## src/logic/iaf_defs.svh

```systemverilog
`ifndef IAF_DEFS_SVH
`define IAF_DEFS_SVH
// Contract
// - Maskable requests blocked while mask flag is 0, considered at 1.
// - Acknowledging a request clears the mask flag to 0.
// - Stack flag 0 selects interrupt stack pointer, 1 user stack pointer.
// - Stack flag clears on hardware acknowledge and on traps 0 through 31.
// - Priority level field is 3 bits, levels 0 through 7.
// - Accept only above the current level; others stay pending.

// ---------------------------------------------------------------
// Field widths
// ---------------------------------------------------------------
`define IAF_LVL_W 3
`define IAF_VEC_W 6

// ---------------------------------------------------------------
// Reset values and limits
// ---------------------------------------------------------------
`define IAF_RST_MASK 1'h0
`define IAF_RST_STACK 1'h0
`define IAF_RST_LVL 3'h0
`define IAF_TRAP_LAST 6'h1F
`endif

```

## src/logic/iaf_pkg.sv

```systemverilog
`include "iaf_defs.svh"
package iaf_pkg;
   // Flag group carried between core and this block
   typedef struct packed {
      logic mask_en;
      logic stack_user;
      logic [`IAF_LVL_W-1:0] processor_priority_level;
   } iaf_flags_t;

   // Flag register write as software presents it
   typedef struct packed {
      logic rsvd;
      iaf_flags_t flags;
   } iaf_flag_wr_t;

   // Sequencer operations
   typedef enum logic [1:0] {
      IAF_OP_NONE = 2'b00,
      IAF_OP_WRITE = 2'b01,
      IAF_OP_TRAP = 2'b10,
      IAF_OP_RETURN = 2'b11
   } iaf_op_t;

   // Acknowledge sequencing
   typedef enum logic {
      IAF_ST_RUN = 1'b0,
      IAF_ST_ACK = 1'b1
   } iaf_state_t;
endpackage : iaf_pkg

```

## src/logic/iaf_flags.sv

```systemverilog
`timescale 1ns/1ps
`include "iaf_defs.svh"
module iaf_flags (
   // Clock, reset, enable
   input wire logic mclk_i,
   input wire logic sys_rst_i,
   input wire logic ce_i,
   // Peripheral request side
   input wire logic irq_req_i,
   input wire logic [`IAF_LVL_W-1:0] irq_level_i,
   // Sequencer operation side
   input wire iaf_pkg::iaf_op_t seq_op_i,
   input wire iaf_pkg::iaf_flag_wr_t seq_wdata_i,
   input wire logic [`IAF_VEC_W-1:0] seq_vec_i,
   input wire iaf_pkg::iaf_flags_t seq_restore_i,
   // Flags, saved copy, stack select and acknowledge outputs
   output iaf_pkg::iaf_flags_t flags_o,
   output iaf_pkg::iaf_flags_t saved_o,
   output logic stack_user_o,
   output logic irq_ack_o,
   output logic [`IAF_LVL_W-1:0] ack_level_o
);

   // ---------------------------------------------------------------
   // State
   // ---------------------------------------------------------------
   iaf_pkg::iaf_state_t state;
   iaf_pkg::iaf_state_t next_state;
   iaf_pkg::iaf_flags_t flags;
   iaf_pkg::iaf_flags_t next_flags;
   iaf_pkg::iaf_flags_t saved;
   iaf_pkg::iaf_flags_t next_saved;
   logic stack_user;
   logic next_stack_user;
   logic ack;
   logic next_ack;
   logic [`IAF_LVL_W-1:0] ack_level;
   logic [`IAF_LVL_W-1:0] next_ack_level;
   logic accept;

   // Priority compare, used by acceptance and by the checks
   function automatic logic above_level(
      input logic [`IAF_LVL_W-1:0] req,
      input logic [`IAF_LVL_W-1:0] cur
   );
      above_level = (req > cur);
   endfunction : above_level

   // Trap vectors in the low range also switch to the interrupt stack
   function automatic logic low_trap(input logic [`IAF_VEC_W-1:0] vec);
      low_trap = (vec <= `IAF_TRAP_LAST);
   endfunction : low_trap

   // ---------------------------------------------------------------
   // Acceptance
   // ---------------------------------------------------------------
   // Requests are taken only between sequencer operations, so an
   // instruction that rewrites the flags always finishes first.
   // A request at or below the level is not consumed and stays pending.
   always_comb begin
      accept = (state == iaf_pkg::IAF_ST_RUN) &&
               (seq_op_i == iaf_pkg::IAF_OP_NONE) &&
               irq_req_i &&
               flags.mask_en &&
               above_level(irq_level_i,
                           flags.processor_priority_level);
   end

   // ---------------------------------------------------------------
   // Next-state logic
   // ---------------------------------------------------------------
   // One acknowledge cycle follows each acceptance; sequencer
   // operations offered during it are ignored.
   always_comb begin
      next_state = state;
      next_flags = flags;
      next_saved = saved;
      next_ack = 1'b0;
      next_ack_level = ack_level;
      case (state)
         iaf_pkg::IAF_ST_RUN: begin
            if (accept) begin
               next_saved = flags;
               next_flags.mask_en = 1'b0;
               next_flags.stack_user = 1'b0;
               next_flags.processor_priority_level = irq_level_i;
               next_ack = 1'b1;
               next_ack_level = irq_level_i;
               next_state = iaf_pkg::IAF_ST_ACK;
            end else begin
               case (seq_op_i)
                  iaf_pkg::IAF_OP_WRITE: begin
                     // Reserved bit is dropped; it is never stored
                     next_flags = seq_wdata_i.flags;
                  end
                  iaf_pkg::IAF_OP_TRAP: begin
                     next_saved = flags;
                     if (low_trap(seq_vec_i)) begin
                        next_flags.stack_user = 1'b0;
                     end
                  end
                  iaf_pkg::IAF_OP_RETURN: begin
                     next_flags = seq_restore_i;
                  end
                  default: begin
                     next_flags = flags;
                  end
               endcase
            end
         end
         iaf_pkg::IAF_ST_ACK: begin
            next_state = iaf_pkg::IAF_ST_RUN;
         end
         default: begin
            next_state = iaf_pkg::IAF_ST_RUN;
         end
      endcase
      // Stack choice follows the stack flag directly
      next_stack_user = next_flags.stack_user;
   end

   // ---------------------------------------------------------------
   // Registers
   // ---------------------------------------------------------------
   // Clock enable low freezes every bit, acknowledge included.
   always_ff @(posedge mclk_i) begin
      if (sys_rst_i) begin
         state <= iaf_pkg::IAF_ST_RUN;
         flags.mask_en <= `IAF_RST_MASK;
         flags.stack_user <= `IAF_RST_STACK;
         flags.processor_priority_level <= `IAF_RST_LVL;
         saved <= '0;
         stack_user <= `IAF_RST_STACK;
         ack <= 1'b0;
         ack_level <= `IAF_RST_LVL;
      end else if (ce_i) begin
         state <= next_state;
         flags <= next_flags;
         saved <= next_saved;
         stack_user <= next_stack_user;
         ack <= next_ack;
         ack_level <= next_ack_level;
      end
   end

   // ---------------------------------------------------------------
   // Outputs
   // ---------------------------------------------------------------
   // All outputs are the registers themselves
   assign flags_o = flags;
   assign saved_o = saved;
   assign stack_user_o = stack_user;
   assign irq_ack_o = ack;
   assign ack_level_o = ack_level;
endmodule : iaf_flags

```

## config.mk

```make
export PLATFORM = sky130hd
export DESIGN_NAME = iaf_flags
export DESIGN_NICKNAME = d
export VERILOG_FILES = /design/src/logic/iaf_pkg.sv /design/src/logic/iaf_flags.sv
export VERILOG_INCLUDE_DIRS = /design/src /design/src/logic
export SDC_FILE = /design/constraint.sdc
export NUM_CORES = 1
export LEC_CHECK = 0
export BUFFER_PORTS_ARGS = -buffer_cell sky130_fd_sc_hd__buf_2
export CORE_MARGIN = 10
export CORE_UTILIZATION = 48
export DETAILED_ROUTE_END_ITERATION = 10
export HOLD_SLACK_MARGIN = 0.12
export PLACE_DENSITY = 0.81
export SLEW_MARGIN = 20
export SYNTH_ARGS = -nofsm -noshare
export SYNTH_HDL_FRONTEND = slang
export SYNTH_SLANG_ARGS = --single-unit
```

## constraint.sdc

```tcl
create_clock -name mclk_i -period 5.13 [get_ports mclk_i]
set_input_delay 0.2565 -clock mclk_i [delete_from_list [all_inputs] [get_ports mclk_i]]
set_output_delay 0.2565 -clock mclk_i [all_outputs]
set_load 0.03 [all_outputs]
```

**After elaboration in Yosys (flattened, before gate mapping)**

Index checks and enable logic that the tools add are counted.

- Magnitude comparators: 2
- Equal/unequal tests: 4
- Mux-type cells: 11
- Bitwise operators: 1
- Reductions and logical operators: 12

Operators with widths:

| kind | count |
|---|---|
| $mux W5 | 3 |
| $reduce_and A3 Y1 | 3 |
| $le A6 B5 Y1 const B | 1 |
| $pmux W3 S2 | 1 |
| $eq A2 B2 Y1 const B | 2 |
| $logic_and A1 B1 Y1 | 4 |
| $mux W4 | 1 |
| $pmux W1 S2 | 2 |
| $reduce_and A4 Y1 | 1 |
| $reduce_bool A4 Y1 | 1 |
| $gt A3 B3 Y1 | 1 |
| $mux W1 | 3 |
| $ne A3 B3 Y1 const B | 1 |
| $pmux W1 S3 | 1 |
| $reduce_bool A3 Y1 | 1 |
| $eq A2 B1 Y1 const B | 1 |
| $logic_not A2 Y1 | 1 |
| $reduce_bool A2 Y1 | 1 |
| $not A1 Y1 | 1 |

- Register bits: 15
- Input bits: 26
- Output and inout bits: 15
- Word-level logic and storage cells: 39

**Depth between registers and ports, before layout**

Gate-level depths: netlist of run 1.

- Word-level depth: 7
- Gate-level depth with buffers: 8

**Worst setup path before layout of run 1**

OpenSTA, ideal clock, no wires.

- Path kind: register -> register
- Start point: register flags (netlist bit flags_o[1])
- End point: register saved (netlist bit saved_o[0])
- Library setup time: 0.120 ns
- Data arrival time: 1.822 ns
- Path slack: 3.188 ns
- Stages on the path, launching flop included: 9
- Period minus slack after synthesis: 1.942 ns
- Cell sequence: dfxtp_1 > inv_1 > ha_1 > nor2b_1 > o21ai_2 > a21oi_2 > o21a_1 > buf_4 > mux2i_1

- Word-level cells in the longest chain between the ends: 4
- Elaborated cells between the ends (all ways): 5
- Those cells by class: order compare: 1; mux: 1; reduce/logical: 3

RTL lines:

| element | line | RTL |
|---|---|---|
| start: declaration | iaf_flags.sv:29 | `iaf_pkg::iaf_flags_t flags;` |
| start signal: assignment | iaf_flags.sv:138 | `flags <= next_flags;` |
| $gt A3 B3 Y1 * | iaf_flags.sv:46 | `above_level = (req > cur);` |
| $logic_and A1 B1 Y1 * | iaf_flags.sv:64 | `flags.mask_en &&` |
| $reduce_bool A2 Y1 (no line) | - |  |
| $reduce_and A3 Y1 (no line) | - |  |
| end signal: assignment | iaf_flags.sv:139 | `saved <= next_saved;` |
| end: declaration | iaf_flags.sv:31 | `iaf_pkg::iaf_flags_t saved;` |

Every way passes the cells marked *; elsewhere a longest branch is shown, timed or not.
A chain may end at the register's enable or synchronous reset.

**Worst setup path after layout of run 1**

- Start point: register flags (netlist bit flags_o[1])
- End point: register saved (netlist bit saved_o[1])

- Word-level cells in the longest chain between the ends: 4
- Elaborated cells between the ends (all ways): 6
- Those cells by class: order compare: 1; mux: 2; reduce/logical: 3

RTL lines:

| element | line |
|---|---|
| $gt A3 B3 Y1 | iaf_flags.sv:46 |
| $logic_and A1 B1 Y1 | iaf_flags.sv:64 |
| $reduce_bool A2 Y1 (no line) | - |
| $reduce_and A3 Y1 (no line) | - |

Several ways; a longest one is shown, not always the timed one. The select of a mux whose other input is x is not followed.

==> flow_summary_export.csv, run 1 <==
group,metric,value,unit
cells_and_area,final_cell_mix,"buf_2, dfxtp_1, nand2b_1, mux2i_1, inv_1",
setup_path,start_kind,"flop",
timing,fin_crit_sh,37.1,%
detailed_routing,wl,1910,um
die,coreArea,0.00158,sq mm
timing,max-slew-margin-rel,77.4,%
timing,tns,0,ps
grt,grt_use_total,10.6,%
clock_tree,post_cts_buffers,0,
detailed_routing,vias,711,
synth,synth_nets,113,
timing,clock-skew-final,3.19,ps
min_path,holdPathStages,3,
synth,yosysTopAreaCell,"dfxtp_1",
die,rows,14,
power,ir_worst_vdd,0.155,mV
detailed_routing,postRouteAntennaNets,0,
setup_path,worst_ep_arrival_time,2110,ps
clock_tree,ctsHoldBuffers,0,
setup_path,worstPathCellList,"inv_1 > ha_1 > nor2b_1 > o21ai_2 > a21oi_2 > o21a_1 > mux2i_1",
grt,antenna_found_initial,0,
clock_tree,cts_root_buffer,"clkbuf_4",
cells_and_area,mostFrequentLayoutCell,"buf_2",
timing,drv_slew,0,
setup_path,max_stage_delay,350,ps
run,drv_cap,0,
die,io_pins,41,
cells_and_area,seqCellArea,280,sq um
timing,worst_slack,3230,ps
clock_tree,clk_path_buf_depth,2,
synth,synthCells,84,
grt,grt_max_degree,18,
cells_and_area,fin_cells,135,
die,dieArea,0.00380,sq mm
cells_and_area,layout-drive-gt1-share,41.2,%
detailed_routing,viasPerCell,5.27,
synth,synth_warnings,0,
synth,seq_area_frac_synth,33.7,%
clock_tree,path_clk_slew,90,ps
clock_tree,ctsHtreeMaxLevel,1,
outcome,status,"finished clean",
clock_tree,clkSinkCount,14,
place,dp_cells,131,
place,place_worst_setup_slack,3230,ps
setup_path,rrSetupSlack,3230,ps
timing,hold_violations,0,
die,initial_core_util,52.8,%
setup_path,crit_required,5340,ps
synth,synth_area,832,sq um
power,power.density,230,mW/mm^2
grt,overflow,0,
setup_path,cp_max_fo,5,
synth,syn_area_per_cell,9.91,sq um
clock_tree,clk_latency,280,ps
cells_and_area,diodes,0,
clock_tree,cts_made_buffers,3,
power,p_leak,0.470,nW
clock_tree,cts_tree,"yes",
cells_and_area,multiInputGateArea,510,sq um
setup_path,path_class,"flop to flop",
detailed_routing,drc_errors,0,
timing,timing.hold.ws,242,ps
grt,grt_pass1_vias,708,
detailed_routing,wl_per_cell,14.1,um
timing,tightest_slew,338,ps
setup_path,cp_slowest_cell,"dfxtp_1",
synth,synthDistinctLibCells,25,
detailed_routing,firstDrtPassIters,4,
place,numPortBuffers,34,
die,die_w,61.6,um
synth,synth_top_cell_area_share,33.7,%
place,gp_congestion,0.757,
synth,ys_top_cells_by_area,"dfxtp_1, mux2i_1, nand2b_1",
grt,grt_pass1_wl,3070,um
clock_tree,cts_resized,0,
cells_and_area,final_nets,149,
cells_and_area,area_growth,25.0,%
die,die_h,61.6,um
timing,rsz0062_at_grt,"false",
setup_path,end_kind,"flop",
detailed_routing,drt-initial-drc-count,23,
synth,ys_ff_latch,14,
timing,finalSetupViolations,0,
timing,fmax,526,MHz
min_path,hold_class,"primary input to flop",
place,hpwl,1610,um
setup_path,worst_r2r_path_depth,7,
cells_and_area,nFillCells,139,
timing,finalWorstPathRequiredPeriod,1900,ps
-- power breakdown --
part | internal, mW | switching [mW] | total (mW)
combinational | 0.0209 | 0.0263 | 0.0473
sequential | 0.111 | 0.00201 | 0.113
clock | 0.0432 | 0.0356 | 0.0788
total | 0.175 | 0.0639 | 0.239
-- flip-flops by register name, indices dropped and copies added, names as in the netlist --
register and cells:
ack_level_o 3, flags_o 4, saved_o 5, stack_user_o 1, state 1
-- through the flow --
step	power, mW	cell area [sq um]	util (%)
after floorplan	0.148	832	-
after global placement	0.162	1000	63.7
after detailed placement	0.163	1000	63.7
after CTS	0.242	1040	66.0
after global routing	0.251	1040	66.0
final	0.239	1040	66.0
-- area by class of cell --
cell class | instances | share of cell area [%]
Clock buffer | 4 | 3.49
Inverter | 6 | 2.17
Multi-Input combinational cell | 61 | 49.1
Sequential cell | 14 | 27.0
Tap cell | 16 | 1.93
Timing Repair Buffer | 34 | 16.4
-- critical path, delay by kind of cell (launching register included) --
family                   cells  cell delay [ps]
AO/OA/AOI/OAI                3              750
adder cells (fa/ha/maj)      1              290
buffers and inverters        1               50
flip-flops                   1              350
multiplexers                 1              220
AND/OR/NAND/NOR              1              160
-- path summary, 6_finish.rpt --
path,startpoint,end
worst max-delay path,flags_o[1],saved_o[1]
worst min register to register,saved_o[3],saved_o[3]
worst min-delay path,irq_level_i[0],ack_level_o[0]
worst max register to register,flags_o[1],saved_o[1]
-- synthesized netlist by cell type (all sizes together) --
master   instances
a221oi           1
nand2b          12
nand2            2
buf              2
nor4b            1
o2bb2ai          3
dfxtp           14
mux2             5
nor2b            5
inv              6
and2b            2
a31oi            1
mux2i           10
a211oi           1
a21oi            3
o21a             1
o21ai            2
clkbuf           1
o22ai            1
nand3            3
nor2             5
ha               3
-- metal layers --
| layer | vias to the layer above | track usage [%] | wire (um) |
|---|---|---|---|
| met1 | 322 | 11.6 | 801 |
| met2 | 24 | 18.2 | 926 |
| met4 | 0 | 7.64 | 53 |
| met3 | 5 | 1.85 | 128 |
| li1 | 360 | - | - |
| met5 | - | 0 | 0 |
-- cells by family after synthesis --
logic type      synth area share, %
simple gates                   23.0
mux                            18.8
buf+inv                        4.96
compound gates                 15.0
fa+ha+maj                      4.51
flops                          33.7
Note: power is estimated with default switching activity, not from simulation.
==> inputs of run 2 (changes only) <==
--- a/config.mk
+++ b/config.mk
@@ -6,12 +6,13 @@
 export SDC_FILE = /design/constraint.sdc
 export NUM_CORES = 1
 export LEC_CHECK = 0
+export ABC_AREA = 1
 export BUFFER_PORTS_ARGS = -buffer_cell sky130_fd_sc_hd__buf_2
 export CORE_MARGIN = 10
-export CORE_UTILIZATION = 48
+export CORE_UTILIZATION = 41
 export DETAILED_ROUTE_END_ITERATION = 10
 export HOLD_SLACK_MARGIN = 0.12
-export PLACE_DENSITY = 0.81
+export PLACE_DENSITY = 0.72
 export SLEW_MARGIN = 20
 export SYNTH_ARGS = -nofsm -noshare
 export SYNTH_HDL_FRONTEND = slang
==> constraint.sdc (replaced) <==
create_clock -name mclk_i -period 1.6 [get_ports mclk_i]
set_input_delay 0.08 -clock mclk_i [delete_from_list [all_inputs] [get_ports mclk_i]]
set_output_delay 0.08 -clock mclk_i [all_outputs]
set_load 0.03 [all_outputs]
==> run 2 against run 1 <==
Sequential power increased to 3.3 times the previous value. Final cell count rose by 46%. First-iteration DRC count increased by 130%. Utilization shrank 3.8 points. Setup slack worse by 3200 ps.
==> flow_summary_export.csv, run 2 <==
group,metric,value,unit
setup_path,crit_required,1780,ps
grt,grt_use_total,10.3,%
cells_and_area,design_area,0.00124,sq mm
die,dieArea,0.00442,sq mm
clock_tree,cts_root_buffer,"clkbuf_4",
timing,fmax,650,MHz
synth,yosysMostFrequentCell,"nand2_1",
synth,yosysTopAreaCell,"dfxtp_1",
synth,async_reset_ff_share,0,%
synth,seq_area_frac_synth,31.7,%
timing,tightest_slew,389,ps
place,placedInstanceArea,0.00108,sq mm
die,io_pins,41,
grt,grt_pass1_vias,890,
detailed_routing,postRouteAntennaNets,0,
place,gp_congestion,0.803,
place,dp_cells,188,
setup_path,worstPathCellList,"inv_2 > ha_4 > nand3b_1 > nand2_2 > buf_4 > nand2_2 > nand2_1 > nand2_1 > nor2_2 > nor2_1",
outcome,status,"finished clean",
cells_and_area,mostFrequentLayoutCell,"buf_2",
die,initial_core_util,44.2,%
synth,synth_ff_type,"dfxtp_1",
detailed_routing,drc_errors,0,
place,place_worst_setup_slack,-64.1,ps
synth,synth_nets,157,
detailed_routing,drt-initial-drc-count,53,
timing,max-slew-margin-rel,74.0,%
synth,synth_warnings,0,
setup_path,crit_path_start,"flags_o[2]",
cells_and_area,fin_util,62.2,%
timing,hold_violations,0,
clock_tree,clk_path_buf_depth,2,
power,p_leak,0.646,nW
power,power.total,0.820,mW
clock_tree,clk_latency,270,ps
synth,synth_edf_count,0,
cells_and_area,diodes,0,
timing,fin_crit_sh,96.2,%
power,ir_worst_vdd,0.363,mV
die,die_w,66.5,um
detailed_routing,viasPerCell,4.92,
power,power.density,659,mW/mm^2
setup_path,cp_slowest_cell,"dfxtp_4",
clock_tree,ctsHtreeMaxLevel,1,
setup_path,max_stage_delay,360,ps
grt,antenna_found_initial,0,
timing,finalWorstPathRequiredPeriod,1540,ps
cells_and_area,final_nets,200,
synth,ys_ff_latch,14,
setup_path,cp_num_buf_inv,2,
detailed_routing,wl_per_cell,12.0,um
setup_path,path_delay_family,"simple AND/OR/NAND/NOR gates",
setup_path,end_kind,"flop",
synth,syn_area_per_cell,6.91,sq um
timing,finalSetupViolations,0,
synth,synthDistinctLibCells,22,
setup_path,worst_ep_arrival_time,1710,ps
detailed_routing,firstDrtPassIters,4,
detailed_routing,vias,970,
clock_tree,cts_tree,"yes",
place,hpwl,1810,um
setup_path,start_kind,"flop",
synth,synthCells,128,
cells_and_area,largest_register_ffs,5,
timing,worst_slack,61.0,ps
cells_and_area,area_growth,40.7,%
grt,overflow,0,
cells_and_area,final_cell_mix,"buf_2, nand2_1, nand3_1",
min_path,hp-start,"irq_level_i[1]",
detailed_routing,wl,2370,um
place,numPortBuffers,34,
grt,grt_pass1_wl,3680,um
die,coreArea,0.00200,sq mm
timing,clock-skew-final,6.72,ps
die,die_h,66.5,um
setup_path,path_class,"flop to flop",
cells_and_area,fin_cells,197,
clock_tree,path_clk_slew,90,ps
die,rows,16,
run,drv_cap,0,
synth,synth_top_cell_area_share,31.7,%
clock_tree,cts_made_buffers,3,
synth,synth_common_cells,"nand2_1, nand3_1, dfxtp_1",
min_path,hold_class,"primary input to flop",
clock_tree,clkSinkCount,14,
synth,synth_area,885,sq um
setup_path,r2r-start,"flags_o[2]",
cells_and_area,layout-drive-gt1-share,42.9,%
grt,grt_max_degree,11,
setup_path,cp_max_fo,5,
timing,drv_slew,0,
synth,ys_top_cells_by_area,"dfxtp_1, nand2_1, nand3_1",
## run 2: path summary, 6_finish.rpt
check / to / cells past startpoint / slack (ps)
setup / recovery: flags_o[2] / 10 / 60
hold / removal: ack_level_o[1] / 3 / 150
setup reg to reg: flags_o[2] / 10 / 60
hold reg to reg: ack_level_o[1] / 2 / 460
## run 2: repair_timing
item | 4_1_cts | 5_1_grt
hold buffers | 2 | 0
setup endpoints to repair | 8 | 10
gates resized for setup | 6 | 13
pin swaps | 1 | 8
setup buffers | 2 | 1
endpoints found under the hold margin | 6 | 0
## run 2: layout make-up
cell class	count	area, sq um
Tap cell	27	33.8
Timing Repair Buffer	43	254
Clock inverter	1	3.75
Fill cell	194	757
Multi-Input combinational cell	92	578
Sequential cell	14	289
Clock buffer	3	22.5
Inverter	17	63.8
## run 2: metal layers
metal	vias up	global-route usage [%]	wire (um)
li1	494	-	-
met1	440	12.3	1060
met2	34	16.3	1100
met3	2	3.01	179
met4	0	5.50	27
met5	-	0	0
## run 2: worst reg2reg max path, stage by stage (launching register included)
cell      delay [ps]
dfxtp_4          360
inv_2             50
ha_4             290
nand3b_1         100
nand2_2          140
buf_4            160
nand2_2           70
nand2_1           60
nand2_1           60
nor2_2           110
nor2_1            50
## run 2: power by group
part / switching [mW] / internal, mW
Sequential: 0.0119 / 0.363
Clock: 0.110 / 0.0902
Combinational: 0.147 / 0.0990
Total: 0.269 / 0.552
## run 2: cell families after synthesis
kind of cell	synth area share [%]
and+or+nand+nor	43.4
buffers and inverters	12.4
AOI/OAI and AO/OA	8.20
DFF	31.7
adders and majority gates	4.24
## run 2: per-stage QoR
step	hold slack, ps	setup TNS [ps]
finish	150	0
global route	133	-47.9
CTS	121	0
detailed placement	332	-179
global placement	331	0
floorplan	149	0
==> inputs of run 3 (changes only) <==
==> constraint.sdc (replaced) <==
create_clock -name mclk_i -period 1.6 [get_ports mclk_i]
set_input_delay 0.16 -clock mclk_i [delete_from_list [all_inputs] [get_ports mclk_i]]
set_output_delay 0.16 -clock mclk_i [all_outputs]
set_load 0.03 [all_outputs]
==> run 3 against run 2 <==
Final cell count decreased by 1.0%. Clock power up 2%. Register-to-register slack improved by 30 ps. Cell area down 4.4%. Critical endpoint unchanged. Highest routed layer unchanged.
==> flow_summary_export.csv, run 3 (synthesized netlist as in run 2, its figures left out) <==
group,metric,value,unit
timing,max-slew-margin-rel,73.2,%
die,rows,16,
setup_path,path_delay_family,"simple AND/OR/NAND/NOR gates",
setup_path,path_depth,10,
die,die_w,66.5,um
cells_and_area,final_cell_mix,"buf_2, nand2_1, nand3_1",
detailed_routing,firstDrtPassIters,4,
clock_tree,clk_path_buf_depth,2,
cells_and_area,final_nets,198,
setup_path,crit_path_start,"flags_o[1]",
grt,grt_max_degree,11,
clock_tree,cts_made_buffers,3,
timing,fmax,664,MHz
detailed_routing,wl_per_cell,12.0,um
cells_and_area,diodes,0,
timing,clock-skew-final,5.93,ps
setup_path,crit_path_end,"flags_o[2]",
setup_path,cp_slowest_cell,"dfxtp_4",
timing,tightest_slew,401,ps
cells_and_area,layout-drive-gt1-share,41.1,%
clock_tree,clkSinkCount,14,
clock_tree,cts_root_buffer,"clkbuf_4",
setup_path,path_class,"flop to flop",
min_path,holdPathStages,2,
power,p_leak,0.633,nW
die,initial_core_util,44.2,%
setup_path,end_kind,"flop",
power,power.density,679,mW/mm^2
die,dieArea,0.00442,sq mm
setup_path,worstPathCellList,"inv_2 > ha_4 > nand3b_1 > nand2_2 > buf_6 > nand2_1 > nand2_1 > nand2_1 > nor2_2 > nor2_1",
clock_tree,ctsHtreeMaxLevel,1,
setup_path,cp_num_buf_inv,2,
setup_path,r2r_end,"flags_o[2]",
grt,antenna_found_initial,0,
timing,finalWorstPathRequiredPeriod,1510,ps
min_path,hold_class,"primary input to flop",
place,placedInstanceArea,0.00108,sq mm
setup_path,worst_r2r_path_depth,10,
setup_path,crit_required,1770,ps
cells_and_area,nFillCells,193,
cells_and_area,design_area,0.00119,sq mm
clock_tree,clk_latency,270,ps
detailed_routing,postRouteAntennaNets,0,
setup_path,r2r-start,"flags_o[1]",
place,numPortBuffers,34,
setup_path,cp_max_fo,5,
cells_and_area,area_growth,34.5,%
setup_path,worst_ep_arrival_time,1680,ps
clock_tree,cts_tree,"yes",
detailed_routing,vias,931,
outcome,status,"finished clean",
timing,drv_slew,0,
timing,hold_violations,0,
setup_path,max_stage_delay,360,ps
cells_and_area,mostFrequentLayoutCell,"buf_2",
grt,grt_use_total,10.5,%
timing,finalSetupViolations,0,
detailed_routing,viasPerCell,4.77,
place,hpwl,1820,um
grt,overflow,0,
cells_and_area,largest_register_ffs,5,
detailed_routing,drc_errors,0,
grt,grt_pass1_vias,923,
place,gp_congestion,0.803,
detailed_routing,drt-initial-drc-count,18,
power,ir_worst_vdd,0.332,mV
detailed_routing,wl,2340,um
power,power.total,0.808,mW
clock_tree,path_clk_slew,80,ps
timing,fin_crit_sh,94.2,%
die,die_h,66.5,um
setup_path,rrSetupSlack,90,ps
die,io_pins,41,
setup_path,cp_common_cell,"nand2_1",
die,coreArea,0.00200,sq mm
grt,grt_pass1_wl,3760,um
run,drv_cap,0,
setup_path,start_kind,"flop",
[run 3: layer usage]
layer  up-vias  wire, um  track usage, %
met1       407      1050            12.1
met3         2       152            2.84
met5         -         0               0
met2        30      1100            17.2
li1        492         -               -
met4         0        37            5.50
[run 3: how the worst min path moves through the flow]
stage	startpoint	to	slack, ps
detailed placement	sys_rst_i	flags_o[4]	410
floorplan	sys_rst_i	ack_level_o[0]	230
global route	sys_rst_i	ack_level_o[1]	140
finish	sys_rst_i	ack_level_o[1]	120
CTS	sys_rst_i	ack_level_o[1]	120
global placement	sys_rst_i	flags_o[4]	410
[run 3: worst reg2reg max path, cell delays in order (launching register included)]
cell and delay (ps):
dfxtp_4 360, inv_2 50, ha_4 270, nand3b_1 100, nand2_2 150, buf_6 130, nand2_1 70, nand2_1 70
nand2_1 60, nor2_2 110, nor2_1 50
[run 3: cell type report]
cell class	instances	area (sq um)	area share [%]
Timing Repair Buffer	41	234	19.7
Tap cell	27	33.8	2.84
Multi-Input combinational cell	92	543	45.6
Sequential cell	14	289	24.3
Inverter	17	63.8	5.36
Clock buffer	4	26.3	2.21
[run 3: power by group]
| group | internal [mW] | total [mW] | switching (mW) |
|---|---|---|---|
| registers | 0.363 | 0.374 | 0.0111 |
| logic | 0.0913 | 0.230 | 0.139 |
| clock network | 0.0965 | 0.204 | 0.107 |
| total | 0.551 | 0.808 | 0.257 |
[run 3: what timing repair did]
action                                  4_1_cts  5_1_grt
buffers inserted                              2        1
pin swaps                                     1        4
hold buffers                                  0        0
cloned                                        0        0
endpoints found under the setup margin        8       14
resized for setup                             5        8
[run 3: metrics by stage]
stage | std cells | setup WS, ps | TNS (ps) | utilization, % | hold WS [ps]
2_1_floorplan | 128 | 11.2 | 0 | - | 229
3_3_place_gp | 188 | 4.14 | 0 | 54.0 | 411
3_5_place_dp | 188 | -71.7 | -202 | 54.0 | 411
4_1_cts | 194 | -3.70 | -3.70 | 57.6 | 125
5_1_grt | 195 | -20.6 | -35.0 | 59.4 | 139
6_report | 195 | 93.1 | 0 | 59.4 | 124
